$ cat config.mk
export PLATFORM = sky130hd
export DESIGN_NAME = dmi_top
export DESIGN_NICKNAME = d
export VERILOG_FILES = /design/src/common/dmi_pkg.sv /design/src/rtl/dmi_top.sv
export VERILOG_INCLUDE_DIRS = /design/src /design/src/common
export SDC_FILE = /design/constraint.sdc
export NUM_CORES = 2
export LEC_CHECK = 0
export BUFFER_PORTS_ARGS = -buffer_cell sky130_fd_sc_hd__buf_2
export CAP_MARGIN = 20
export CORE_ASPECT_RATIO = 1.1
export CORE_MARGIN = 4
export CORE_UTILIZATION = 60
export CTS_BUF_LIST = sky130_fd_sc_hd__clkbuf_2
export CTS_CLUSTER_SIZE = 12
export DETAILED_ROUTE_END_ITERATION = 10
export PLACE_DENSITY = 0.76
export SLEW_MARGIN = 20
export SYNTH_ARGS = -nofsm -noshare
export SYNTH_HDL_FRONTEND = slang
export SYNTH_SLANG_ARGS = --single-unit
$ cat constraint.sdc
create_clock -name i_clk -period 26.5 [get_ports i_clk]
set_clock_uncertainty 0.2 [all_clocks]
set_input_delay 1.325 -clock i_clk [delete_from_list [all_inputs] [get_ports i_clk]]
set_output_delay 1.325 -clock i_clk [all_outputs]
set_load 0.1 [all_outputs]
$ cat src/common/dmi_defs.svh
// register map, reset values and timing counts of the digital mic input
// assumes: included by its bare name from package and design files
`ifndef DMI_DEFS_SVH
`define DMI_DEFS_SVH
`define DMI_OFS_TASK_START 12'h000
`define DMI_OFS_TASK_STOP 12'h004
`define DMI_OFS_EV_STARTED 12'h100
`define DMI_OFS_EV_STOPPED 12'h104
`define DMI_OFS_EV_END 12'h108
`define DMI_OFS_ENABLE 12'h500
`define DMI_OFS_CLKCTRL 12'h504
`define DMI_OFS_MODE 12'h508
`define DMI_OFS_LEFT_GAIN_ADJUST 12'h518
`define DMI_OFS_RIGHT_GAIN_ADJUST 12'h51c
`define DMI_OFS_PTR 12'h560
`define DMI_OFS_MAXCNT 12'h564
`define DMI_BIT_CLOCK_DIVIDER_SELECT_DIV32 32'h08000000
`define DMI_BIT_CLOCK_DIVIDER_SELECT_DIV31 32'h08400000
`define DMI_BIT_CLOCK_DIVIDER_SELECT_DIV30 32'h08800000
`define DMI_CLKCTRL_RST 32'h08400000
`define DMI_GAIN_FLOOR 7'h00
`define DMI_GAIN_ZERO_DB 7'h28
`define DMI_GAIN_CEIL 7'h50
`define DMI_MODE_OP_BIT 0
`define DMI_MODE_EDGE_BIT 1
`define DMI_DECIM 7'h40
`define DMI_MAXCNT_W 15
`endif

$ cat src/common/dmi_pkg.sv
// types shared by the digital mic input
// assumes: nothing beyond the defs header
`include "dmi_defs.svh"
`default_nettype none
package dmi_pkg;
  typedef enum logic [1:0] {
    DMI_IDLE = 2'b00,
    DMI_RUN = 2'b01,
    DMI_DRAIN = 2'b11
  } dmi_state_t;
  typedef struct packed {
    logic [31:0] addr;
    logic [31:0] data;
  } dmi_dma_word_t;
  typedef struct packed {
    logic valid;
    logic write;
    logic [11:0] ofs;
  } dmi_ahb_req_t;
endpackage : dmi_pkg
`default_nettype wire

$ cat src/rtl/dmi_top.sv
// digital mic input: bit clock, decimators, gain, packing, dma writer, ahb-lite regs
// assumes: one 200 MHz clock, mic data synchronous to it, one ahb-lite master
//
// Summary of operation
// - bit clock divided from system clock
// - default: left on falling, right rising
// - edge select swaps left and right
// - decimate by 64 into 16-bit pcm
// - per-channel gain, 0.5 dB steps
// - stereo L+R per word, mono two lefts
// - earlier sample low half, later high
// - buffer size counts 16-bit samples
// - pointer and size before start task
// - stop finishes current frame first
// - stopped only after all writes done
// - buffer pointer is double-buffered
// - end event when buffer full
// - after end continue at latched pointer
// - divider 32, 31, 30 by field code
// - gain codes 0x00, 0x28, 0x50
`include "dmi_defs.svh"
`default_nettype none

module dmi_chan import dmi_pkg::*; (
  input wire logic i_clk,
  input wire logic i_nrst,
  input wire logic i_clr,
  input wire logic i_bit_en,
  input wire logic i_bit,
  input wire logic [6:0] i_gain,
  output logic o_valid,
  output logic [15:0] o_pcm
);
  logic [5:0] phase_reg;
  logic [6:0] ones_reg;
  logic [6:0] ones_next;
  logic signed [16:0] raw;
  logic [6:0] gsat;
  logic [6:0] gidx;
  logic [2:0] gq;
  logic [3:0] gr;
  logic [15:0] gtab;
  logic signed [32:0] prod;
  logic signed [32:0] scaled;
  logic [5:0] bits_seen;

  assign ones_next = ones_reg + {6'h00, i_bit};
  // boxcar of 64 bits, centred on half density
  always_comb begin
    raw = 17'(($signed({10'h000, ones_next}) - 17'sd32) <<< 10);
    if (ones_next == `DMI_DECIM) begin
      raw = 17'sh07fff;
    end
  end
  always_ff @(posedge i_clk or negedge i_nrst) begin
    if (!i_nrst) begin
      phase_reg <= 6'h00;
      ones_reg <= 7'h00;
    end else if (i_clr) begin
      phase_reg <= 6'h00;
      ones_reg <= 7'h00;
    end else if (i_bit_en) begin
      phase_reg <= phase_reg + 6'h01;
      ones_reg <= (phase_reg == 6'h3f) ? 7'h00 : ones_next;
    end
  end

  // factor = 2^(q-4) * 10^(r/40), idx = code + 8 = 12q + r
  assign gsat = (i_gain > `DMI_GAIN_CEIL) ? `DMI_GAIN_CEIL : i_gain;
  assign gidx = gsat + 7'h08;
  assign gq = 3'(gidx / 7'd12);
  assign gr = 4'(gidx % 7'd12);
  always_comb begin
    unique case (gr)
      4'h0: gtab = 16'h4000;
      4'h1: gtab = 16'h43cb;
      4'h2: gtab = 16'h47cf;
      4'h3: gtab = 16'h4c10;
      4'h4: gtab = 16'h5092;
      4'h5: gtab = 16'h5558;
      4'h6: gtab = 16'h5a67;
      4'h7: gtab = 16'h5fc2;
      4'h8: gtab = 16'h656f;
      4'h9: gtab = 16'h6b72;
      4'ha: gtab = 16'h71d0;
      4'hb: gtab = 16'h788e;
      default: gtab = 16'h4000;
    endcase
  end
  assign prod = 33'($signed(raw[15:0]) * $signed({1'b0, gtab}));
  assign scaled = prod >>> (5'd18 - {2'b00, gq});

  always_ff @(posedge i_clk or negedge i_nrst) begin
    if (!i_nrst) begin
      o_valid <= 1'b0;
      o_pcm <= 16'h0000;
    end else begin
      o_valid <= i_bit_en && (phase_reg == 6'h3f) && !i_clr;
      if (i_bit_en && (phase_reg == 6'h3f)) begin
        if (scaled > 33'sh07fff) begin
          o_pcm <= 16'h7fff;
        end else if (scaled < -33'sh08000) begin
          o_pcm <= 16'h8000;
        end else begin
          o_pcm <= scaled[15:0];
        end
      end
    end
  end

  always_ff @(posedge i_clk or negedge i_nrst) begin
    if (!i_nrst) begin
      bits_seen <= 6'h00;
    end else if (i_clr || o_valid) begin
      bits_seen <= {5'h00, i_bit_en && !i_clr};
    end else if (i_bit_en) begin
      bits_seen <= bits_seen + 6'h01;
    end
  end
endmodule : dmi_chan

module dmi_top import dmi_pkg::*; (
  input wire logic i_clk,
  input wire logic i_nrst,
  input wire logic i_hsel,
  input wire logic [31:0] i_haddr,
  input wire logic [1:0] i_htrans,
  input wire logic i_hwrite,
  input wire logic [2:0] i_hsize,
  input wire logic [31:0] i_hwdata,
  input wire logic i_hready,
  output logic o_hreadyout,
  output logic o_hresp,
  output logic [31:0] o_hrdata,
  output logic o_mic_bit_clock,
  input wire logic i_mic_data,
  output logic o_dma_valid,
  output dmi_dma_word_t o_dma_word,
  input wire logic i_dma_ready
);
  dmi_ahb_req_t req_reg;
  dmi_state_t state_reg;
  logic enable_reg;
  logic [31:0] clkctrl_reg;
  logic mono_reg;
  logic edge_reg;
  logic [6:0] left_gain_adjust_reg;
  logic [6:0] right_gain_adjust_reg;
  logic [31:0] ptr_reg;
  logic [`DMI_MAXCNT_W-1:0] maxcnt_reg;
  logic ev_started_reg;
  logic ev_stopped_reg;
  logic ev_end_reg;
  logic [5:0] div;
  logic [5:0] bclk_cnt_reg;
  logic running;
  logic rise_en;
  logic fall_en;
  logic l_en;
  logic r_en;
  logic chan_clr;
  logic l_valid;
  logic r_valid;
  logic [15:0] l_pcm;
  logic [15:0] r_pcm;
  logic half_reg;
  logic [15:0] held_reg;
  logic word_rdy;
  logic [31:0] word;
  logic [31:0] wr_addr_reg;
  logic [`DMI_MAXCNT_W:0] samples_reg;
  logic dma_done;
  logic buf_full;
  logic start_task;
  logic stop_task;
  logic started_set;
  logic stopped_set;
  logic end_set;
  logic wr;

  // ahb-lite slave: zero wait states, always OKAY
  assign o_hreadyout = 1'b1;
  assign o_hresp = 1'b0;
  assign wr = req_reg.valid && req_reg.write;
  always_ff @(posedge i_clk or negedge i_nrst) begin
    if (!i_nrst) begin
      req_reg <= '0;
    end else if (i_hready) begin
      req_reg.valid <= i_hsel && i_htrans[1] && (i_hsize == 3'h2);
      req_reg.write <= i_hwrite;
      req_reg.ofs <= {i_haddr[11:2], 2'b00};
    end
  end
  always_ff @(posedge i_clk or negedge i_nrst) begin
    if (!i_nrst) begin
      o_hrdata <= 32'h00000000;
    end else if (i_hready && i_hsel && i_htrans[1] && !i_hwrite) begin
      unique case ({i_haddr[11:2], 2'b00})
        `DMI_OFS_EV_STARTED: o_hrdata <= {31'h0, ev_started_reg};
        `DMI_OFS_EV_STOPPED: o_hrdata <= {31'h0, ev_stopped_reg};
        `DMI_OFS_EV_END: o_hrdata <= {31'h0, ev_end_reg};
        `DMI_OFS_ENABLE: o_hrdata <= {31'h0, enable_reg};
        `DMI_OFS_CLKCTRL: o_hrdata <= clkctrl_reg;
        `DMI_OFS_MODE: o_hrdata <= {30'h0, edge_reg, mono_reg};
        `DMI_OFS_LEFT_GAIN_ADJUST: o_hrdata <= {25'h0, left_gain_adjust_reg};
        `DMI_OFS_RIGHT_GAIN_ADJUST: o_hrdata <= {25'h0, right_gain_adjust_reg};
        `DMI_OFS_PTR: o_hrdata <= ptr_reg;
        `DMI_OFS_MAXCNT: o_hrdata <= {{(32-`DMI_MAXCNT_W){1'b0}}, maxcnt_reg};
        default: o_hrdata <= 32'h00000000;
      endcase
    end
  end
  always_ff @(posedge i_clk or negedge i_nrst) begin
    if (!i_nrst) begin
      enable_reg <= 1'b0;
      clkctrl_reg <= `DMI_CLKCTRL_RST;
      mono_reg <= 1'b0;
      edge_reg <= 1'b0;
      left_gain_adjust_reg <= `DMI_GAIN_ZERO_DB;
      right_gain_adjust_reg <= `DMI_GAIN_ZERO_DB;
      ptr_reg <= 32'h00000000;
      maxcnt_reg <= '0;
    end else if (wr) begin
      unique case (req_reg.ofs)
        `DMI_OFS_ENABLE: enable_reg <= i_hwdata[0];
        `DMI_OFS_CLKCTRL: clkctrl_reg <= i_hwdata;
        `DMI_OFS_MODE: begin
          mono_reg <= i_hwdata[`DMI_MODE_OP_BIT];
          edge_reg <= i_hwdata[`DMI_MODE_EDGE_BIT];
        end
        `DMI_OFS_LEFT_GAIN_ADJUST: left_gain_adjust_reg <= i_hwdata[6:0];
        `DMI_OFS_RIGHT_GAIN_ADJUST: right_gain_adjust_reg <= i_hwdata[6:0];
        `DMI_OFS_PTR: ptr_reg <= i_hwdata;
        `DMI_OFS_MAXCNT: maxcnt_reg <= i_hwdata[`DMI_MAXCNT_W-1:0];
        default: ;
      endcase
    end
  end
  assign start_task = wr && req_reg.ofs == `DMI_OFS_TASK_START && i_hwdata[0];
  assign stop_task = wr && req_reg.ofs == `DMI_OFS_TASK_STOP && i_hwdata[0];

  // sticky events: a hardware set beats a software clear
  always_ff @(posedge i_clk or negedge i_nrst) begin
    if (!i_nrst) begin
      ev_started_reg <= 1'b0;
      ev_stopped_reg <= 1'b0;
      ev_end_reg <= 1'b0;
    end else begin
      if (started_set) begin
        ev_started_reg <= 1'b1;
      end else if (wr && req_reg.ofs == `DMI_OFS_EV_STARTED && !i_hwdata[0]) begin
        ev_started_reg <= 1'b0;
      end
      if (stopped_set) begin
        ev_stopped_reg <= 1'b1;
      end else if (wr && req_reg.ofs == `DMI_OFS_EV_STOPPED && !i_hwdata[0]) begin
        ev_stopped_reg <= 1'b0;
      end
      if (end_set) begin
        ev_end_reg <= 1'b1;
      end else if (wr && req_reg.ofs == `DMI_OFS_EV_END && !i_hwdata[0]) begin
        ev_end_reg <= 1'b0;
      end
    end
  end

  // bit clock: period of div system cycles, high for the first half
  always_comb begin
    unique case (clkctrl_reg)
      `DMI_BIT_CLOCK_DIVIDER_SELECT_DIV32: div = 6'd32;
      `DMI_BIT_CLOCK_DIVIDER_SELECT_DIV30: div = 6'd30;
      default: div = 6'd31;
    endcase
  end
  assign running = state_reg != DMI_IDLE;
  assign rise_en = running && bclk_cnt_reg >= div - 6'd1;
  // no falling edge, and no left sample, before the first rise
  assign fall_en = running && o_mic_bit_clock && bclk_cnt_reg == (div >> 1) - 6'd1;
  always_ff @(posedge i_clk or negedge i_nrst) begin
    if (!i_nrst) begin
      bclk_cnt_reg <= 6'h00;
      o_mic_bit_clock <= 1'b0;
    end else if (!running) begin
      bclk_cnt_reg <= 6'h00;
      o_mic_bit_clock <= 1'b0;
    end else begin
      bclk_cnt_reg <= rise_en ? 6'h00 : bclk_cnt_reg + 6'h01;
      if (rise_en) begin
        o_mic_bit_clock <= 1'b1;
      end else if (fall_en) begin
        o_mic_bit_clock <= 1'b0;
      end
    end
  end
  // data is sampled in the cycle its edge is launched
  assign l_en = edge_reg ? rise_en : fall_en;
  assign r_en = edge_reg ? fall_en : rise_en;
  assign chan_clr = !running;

  dmi_chan u_left (
    .i_clk(i_clk), .i_nrst(i_nrst), .i_clr(chan_clr), .i_bit_en(l_en),
    .i_bit(i_mic_data), .i_gain(left_gain_adjust_reg), .o_valid(l_valid), .o_pcm(l_pcm)
  );
  dmi_chan u_right (
    .i_clk(i_clk), .i_nrst(i_nrst), .i_clr(chan_clr), .i_bit_en(r_en),
    .i_bit(i_mic_data), .i_gain(right_gain_adjust_reg), .o_valid(r_valid), .o_pcm(r_pcm)
  );

  // word packing: earlier sample in the low half
  always_ff @(posedge i_clk or negedge i_nrst) begin
    if (!i_nrst) begin
      half_reg <= 1'b0;
      held_reg <= 16'h0000;
    end else if (!running) begin
      half_reg <= 1'b0;
    end else if (l_valid) begin
      held_reg <= l_pcm;
      half_reg <= mono_reg ? !half_reg : 1'b1;
    end else if (r_valid && !mono_reg) begin
      half_reg <= 1'b0;
    end
  end
  always_comb begin
    word_rdy = 1'b0;
    word = {r_pcm, held_reg};
    if (mono_reg) begin
      word_rdy = l_valid && half_reg;
      word = {l_pcm, held_reg};
    end else begin
      word_rdy = r_valid && half_reg;
    end
  end

  // dma writer and buffer bookkeeping
  assign dma_done = o_dma_valid && i_dma_ready;
  assign buf_full = dma_done
    && (samples_reg + 16'd2 >= {1'b0, maxcnt_reg});
  assign end_set = buf_full || stopped_set;
  assign started_set = (start_task && state_reg == DMI_IDLE && enable_reg)
    || (buf_full && state_reg == DMI_RUN);
  assign stopped_set = state_reg == DMI_DRAIN && !o_dma_valid && !half_reg
    && !word_rdy;
  always_ff @(posedge i_clk or negedge i_nrst) begin
    if (!i_nrst) begin
      o_dma_valid <= 1'b0;
      o_dma_word <= '0;
    end else if (word_rdy && !o_dma_valid) begin
      o_dma_valid <= 1'b1;
      o_dma_word.addr <= wr_addr_reg;
      o_dma_word.data <= word;
    end else if (dma_done) begin
      o_dma_valid <= 1'b0;
    end
  end
  always_ff @(posedge i_clk or negedge i_nrst) begin
    if (!i_nrst) begin
      wr_addr_reg <= 32'h00000000;
      samples_reg <= '0;
    end else if (started_set) begin
      wr_addr_reg <= ptr_reg;
      samples_reg <= '0;
    end else if (dma_done) begin
      wr_addr_reg <= wr_addr_reg + 32'h4;
      samples_reg <= samples_reg + 16'd2;
    end
  end
  always_ff @(posedge i_clk or negedge i_nrst) begin
    if (!i_nrst) begin
      state_reg <= DMI_IDLE;
    end else begin
      unique case (state_reg)
        DMI_IDLE: if (started_set) state_reg <= DMI_RUN;
        DMI_RUN: if (stop_task || !enable_reg) state_reg <= DMI_DRAIN;
        DMI_DRAIN: if (stopped_set) state_reg <= DMI_IDLE;
        default: state_reg <= DMI_IDLE;
      endcase
    end
  end

  logic [6:0] gap_reg;
  always_ff @(posedge i_clk or negedge i_nrst) begin
    if (!i_nrst) begin
      gap_reg <= 7'h00;
    end else begin
      gap_reg <= (rise_en || !running) ? 7'h01 : gap_reg + 7'h01;
    end
  end
endmodule : dmi_top
`default_nettype wire

==> impl_metrics.toml <==
[run_status]
status = "finished, final reports clean"

[detailed_routing]
viasPerCell = 6.10
vias = 29800
drt_iter0_markers = 2305
firstDrtPassIters = 6
wirelength_um = 95900
remaining_drc_errors = 0
ant_nets = 0
wl_per_cell_um = 19.6

[yosys]
yosysTopAreaCell = "dfrtp_1"
synthArstFlopShare = 1.00
synth_top_area_share = 0.233
avgSynthCellArea_um2 = 9.08
synth_common_cells = "463 x inv_1, 380 x nor2_1, 346 x nand2_1, 335 x dfrtp_1, 302 x fa_1"
synth_edf_count = 0
synthTopCellsByArea = "dfrtp_1 23%, fa_1 17%, ha_1 9.7%, mux2_2 5.9%, inv_1 4.8%"
netlist_area_um2 = 36000
netlist_instances = 3962
synth_most_common_cell = "inv_1"
synth_flop_cell = "dfrtp_1"
yosysSeqAreaShare = 0.237
synth_warnings = 0
ys_types = 107
synth_seq_cells = 341

[power_and_ir_drop]
p_leak_nw = 19.1
power.density_nw_per_um2 = 39.5
ir_drop_v = 0.0000408

[cts]
max-clock-path-buffers = 3
htreeDepth = 3
cts_sinks = 341
cts_resized = 0
postCtsHoldBufs = 0
clk_latency_ns = 1.07
path_clk_slew_ns = 0.11
cts_setup_buffers = 0
cts_tree = "yes"
cts_buffers = 86
clockRootBuffer = "clkbuf_2"

[worst_setup_path]
cpPeakStageDelay_ns = 0.77
cp-start-kind = "flop"
cp.arrival_ns = 14.34
rrSetupSlack_ns = 12.82
slowest_stage = "a222oi_1"
worstSetupPathType = "flop to flop"
critPathMaxFanout = 16
rr_endpoint = "u_right.o_pcm[12]"
required_ns = 27.16
critPathCaptureType = "flop"
r2r_start = "right_gain_adjust_reg[4]"
r2r_cells = 41
cp_common_cell = "inv_1"

[grt]
overflow = 0
grt_start_max_net_pins = 157
track_usage = 0.299
antenna_found_initial = 1
grt_pass1_wl_um = 156000
grt_pass1_vias = 30100

[finish]
fill_cells = 5053
area_growth_pct = 5.86
final_area_um2 = 38100
largest_reg_flops = 64
layout-drive-gt1-share = 0.146
fin_nets = 4707
largest_register = "o_dma_word"

[floorplanning]
die_y_um = 265
initial_core_util = 0.610
dieArea_um2 = 64000
core_area_um2 = 59000
fp-row-count = 93
die_w_um = 242
ios = 176

[placement]
place_ws_ns = 13.03
hpwl_um = 76000
gp_congestion = 0.960
placed_area_um2 = 37300
portBuffers = 150

[sta]
drv_slew = 0
setup_violations = 0
holdWs_ns = 0.227
max_freq_ghz = 0.0731
finalSetupTns_ns = 0
worstMarginPinSlew_ns = 1.04
rsz0062_at_grt = "false"
setup_ws_ns = 12.82
finalHoldViolations = 0
maxSlewHeadroom = 0.306
fin_crit_ns = 13.68
finalCritPeriodShare = 0.516

[run]
cap_viol_max_count = 0

[worst_hold_path]
worstHoldPathType = "input port to asynchronous set/reset pin"
[layer usage]
layer	part of all wire	vias up	track usage
met3	0.054	252	0.0448
met2	0.51	1028	0.535
met4	0.051	0	0.141
met5	0	-	0
met1	0.39	14600	0.358
li1	-	13900	-
[report_power, final]
group | switching [W] | total, W | internal [W]
sequential | 0.0000156 | 0.000548 | 0.000533
combinational | 0.000367 | 0.000595 | 0.000228
clock | 0.000226 | 0.000361 | 0.000135
total | 0.000608 | 0.00150 | 0.000896
[stage by stage]
stage	std cells	utilization	power, W
final	4881	0.646	0.00150
after global routing	4880	0.646	0.00161
after CTS	4879	0.646	0.00151
after detailed placement	4723	0.632	0.00114
after global placement	4723	0.632	0.00114
after floorplan	3965	-	0.000988
[kinds of logic after synthesis]
| kind of cell | share of synthesized area |
|---|---|
| compound gates | 0.154 |
| xor+xnor | 0.0316 |
| fa+ha+maj | 0.265 |
| buf+inv | 0.0719 |
| flops | 0.237 |
| mux | 0.0958 |
| other cells | 0.000209 |
| simple gates | 0.145 |
[how the worst max path moves through the flow]
| stage | cells after the start | to | startpoint | slack (ns) |
|---|---|---|---|---|
| floorplan | 41 | u_right.o_pcm[12] | right_gain_adjust_reg[5] | 15.38 |
| global placement | 41 | u_right.o_pcm[12] | right_gain_adjust_reg[5] | 13.09 |
| detailed placement | 41 | u_right.o_pcm[12] | right_gain_adjust_reg[5] | 13.03 |
| CTS | 41 | u_right.o_pcm[12] | right_gain_adjust_reg[4] | 12.91 |
| global route | 41 | u_right.o_pcm[12] | right_gain_adjust_reg[4] | 12.17 |
| finish | 41 | u_right.o_pcm[12] | right_gain_adjust_reg[4] | 12.82 |
[cells in the final DEF, fill, tap and decap left out, types with 16 or more instances in the layout]
cell type and count:
a211oi_1 34, a21o_1 42, a21oi_1 215, a221oi_1 18, a22oi_1 24, a31oi_1 16, and2_1 53, and3_1 37
buf_2 149, buf_4 39, clkbuf_2 117, clkinv_1 35, dfrtp_1 335, fa_1 302, ha_1 278, inv_1 463
mux2_2 188, mux2i_1 90, mux4_2 19, nand2_1 346, nand2b_1 35, nand3_1 67, nand4_1 33, nor2_1 378
nor2b_1 22, nor3_1 46, o211ai_1 38, o21a_1 33, o21ai_0 157, o21ai_1 19, o22ai_1 20, o31ai_1 20
or3_1 16, xnor2_1 73, xor2_1 55
[area by class of cell]
class	count	area, um^2	area share
Multi-Input combinational cell	2957	24900	0.655
Sequential cell	341	8540	0.224
Inverter	475	1790	0.0469
Timing Repair Buffer	190	1070	0.0282
Tap cell	760	951	0.0250
Clock buffer	117	586	0.0154
Clock inverter	39	218	0.00572
Antenna cell	2	5.00	0.000131
[critical path, delay by kind of cell (launching register included)]
| family | cells | cell delay, ns |
|---|---|---|
| buf+inv | 9 | 1.13 |
| mux | 1 | 0.23 |
| flops | 1 | 0.50 |
| compound gates | 15 | 6.22 |
| fa+ha+maj | 8 | 3.58 |
| simple gates | 8 | 1.64 |
Power figures use the tool's default switching activity.
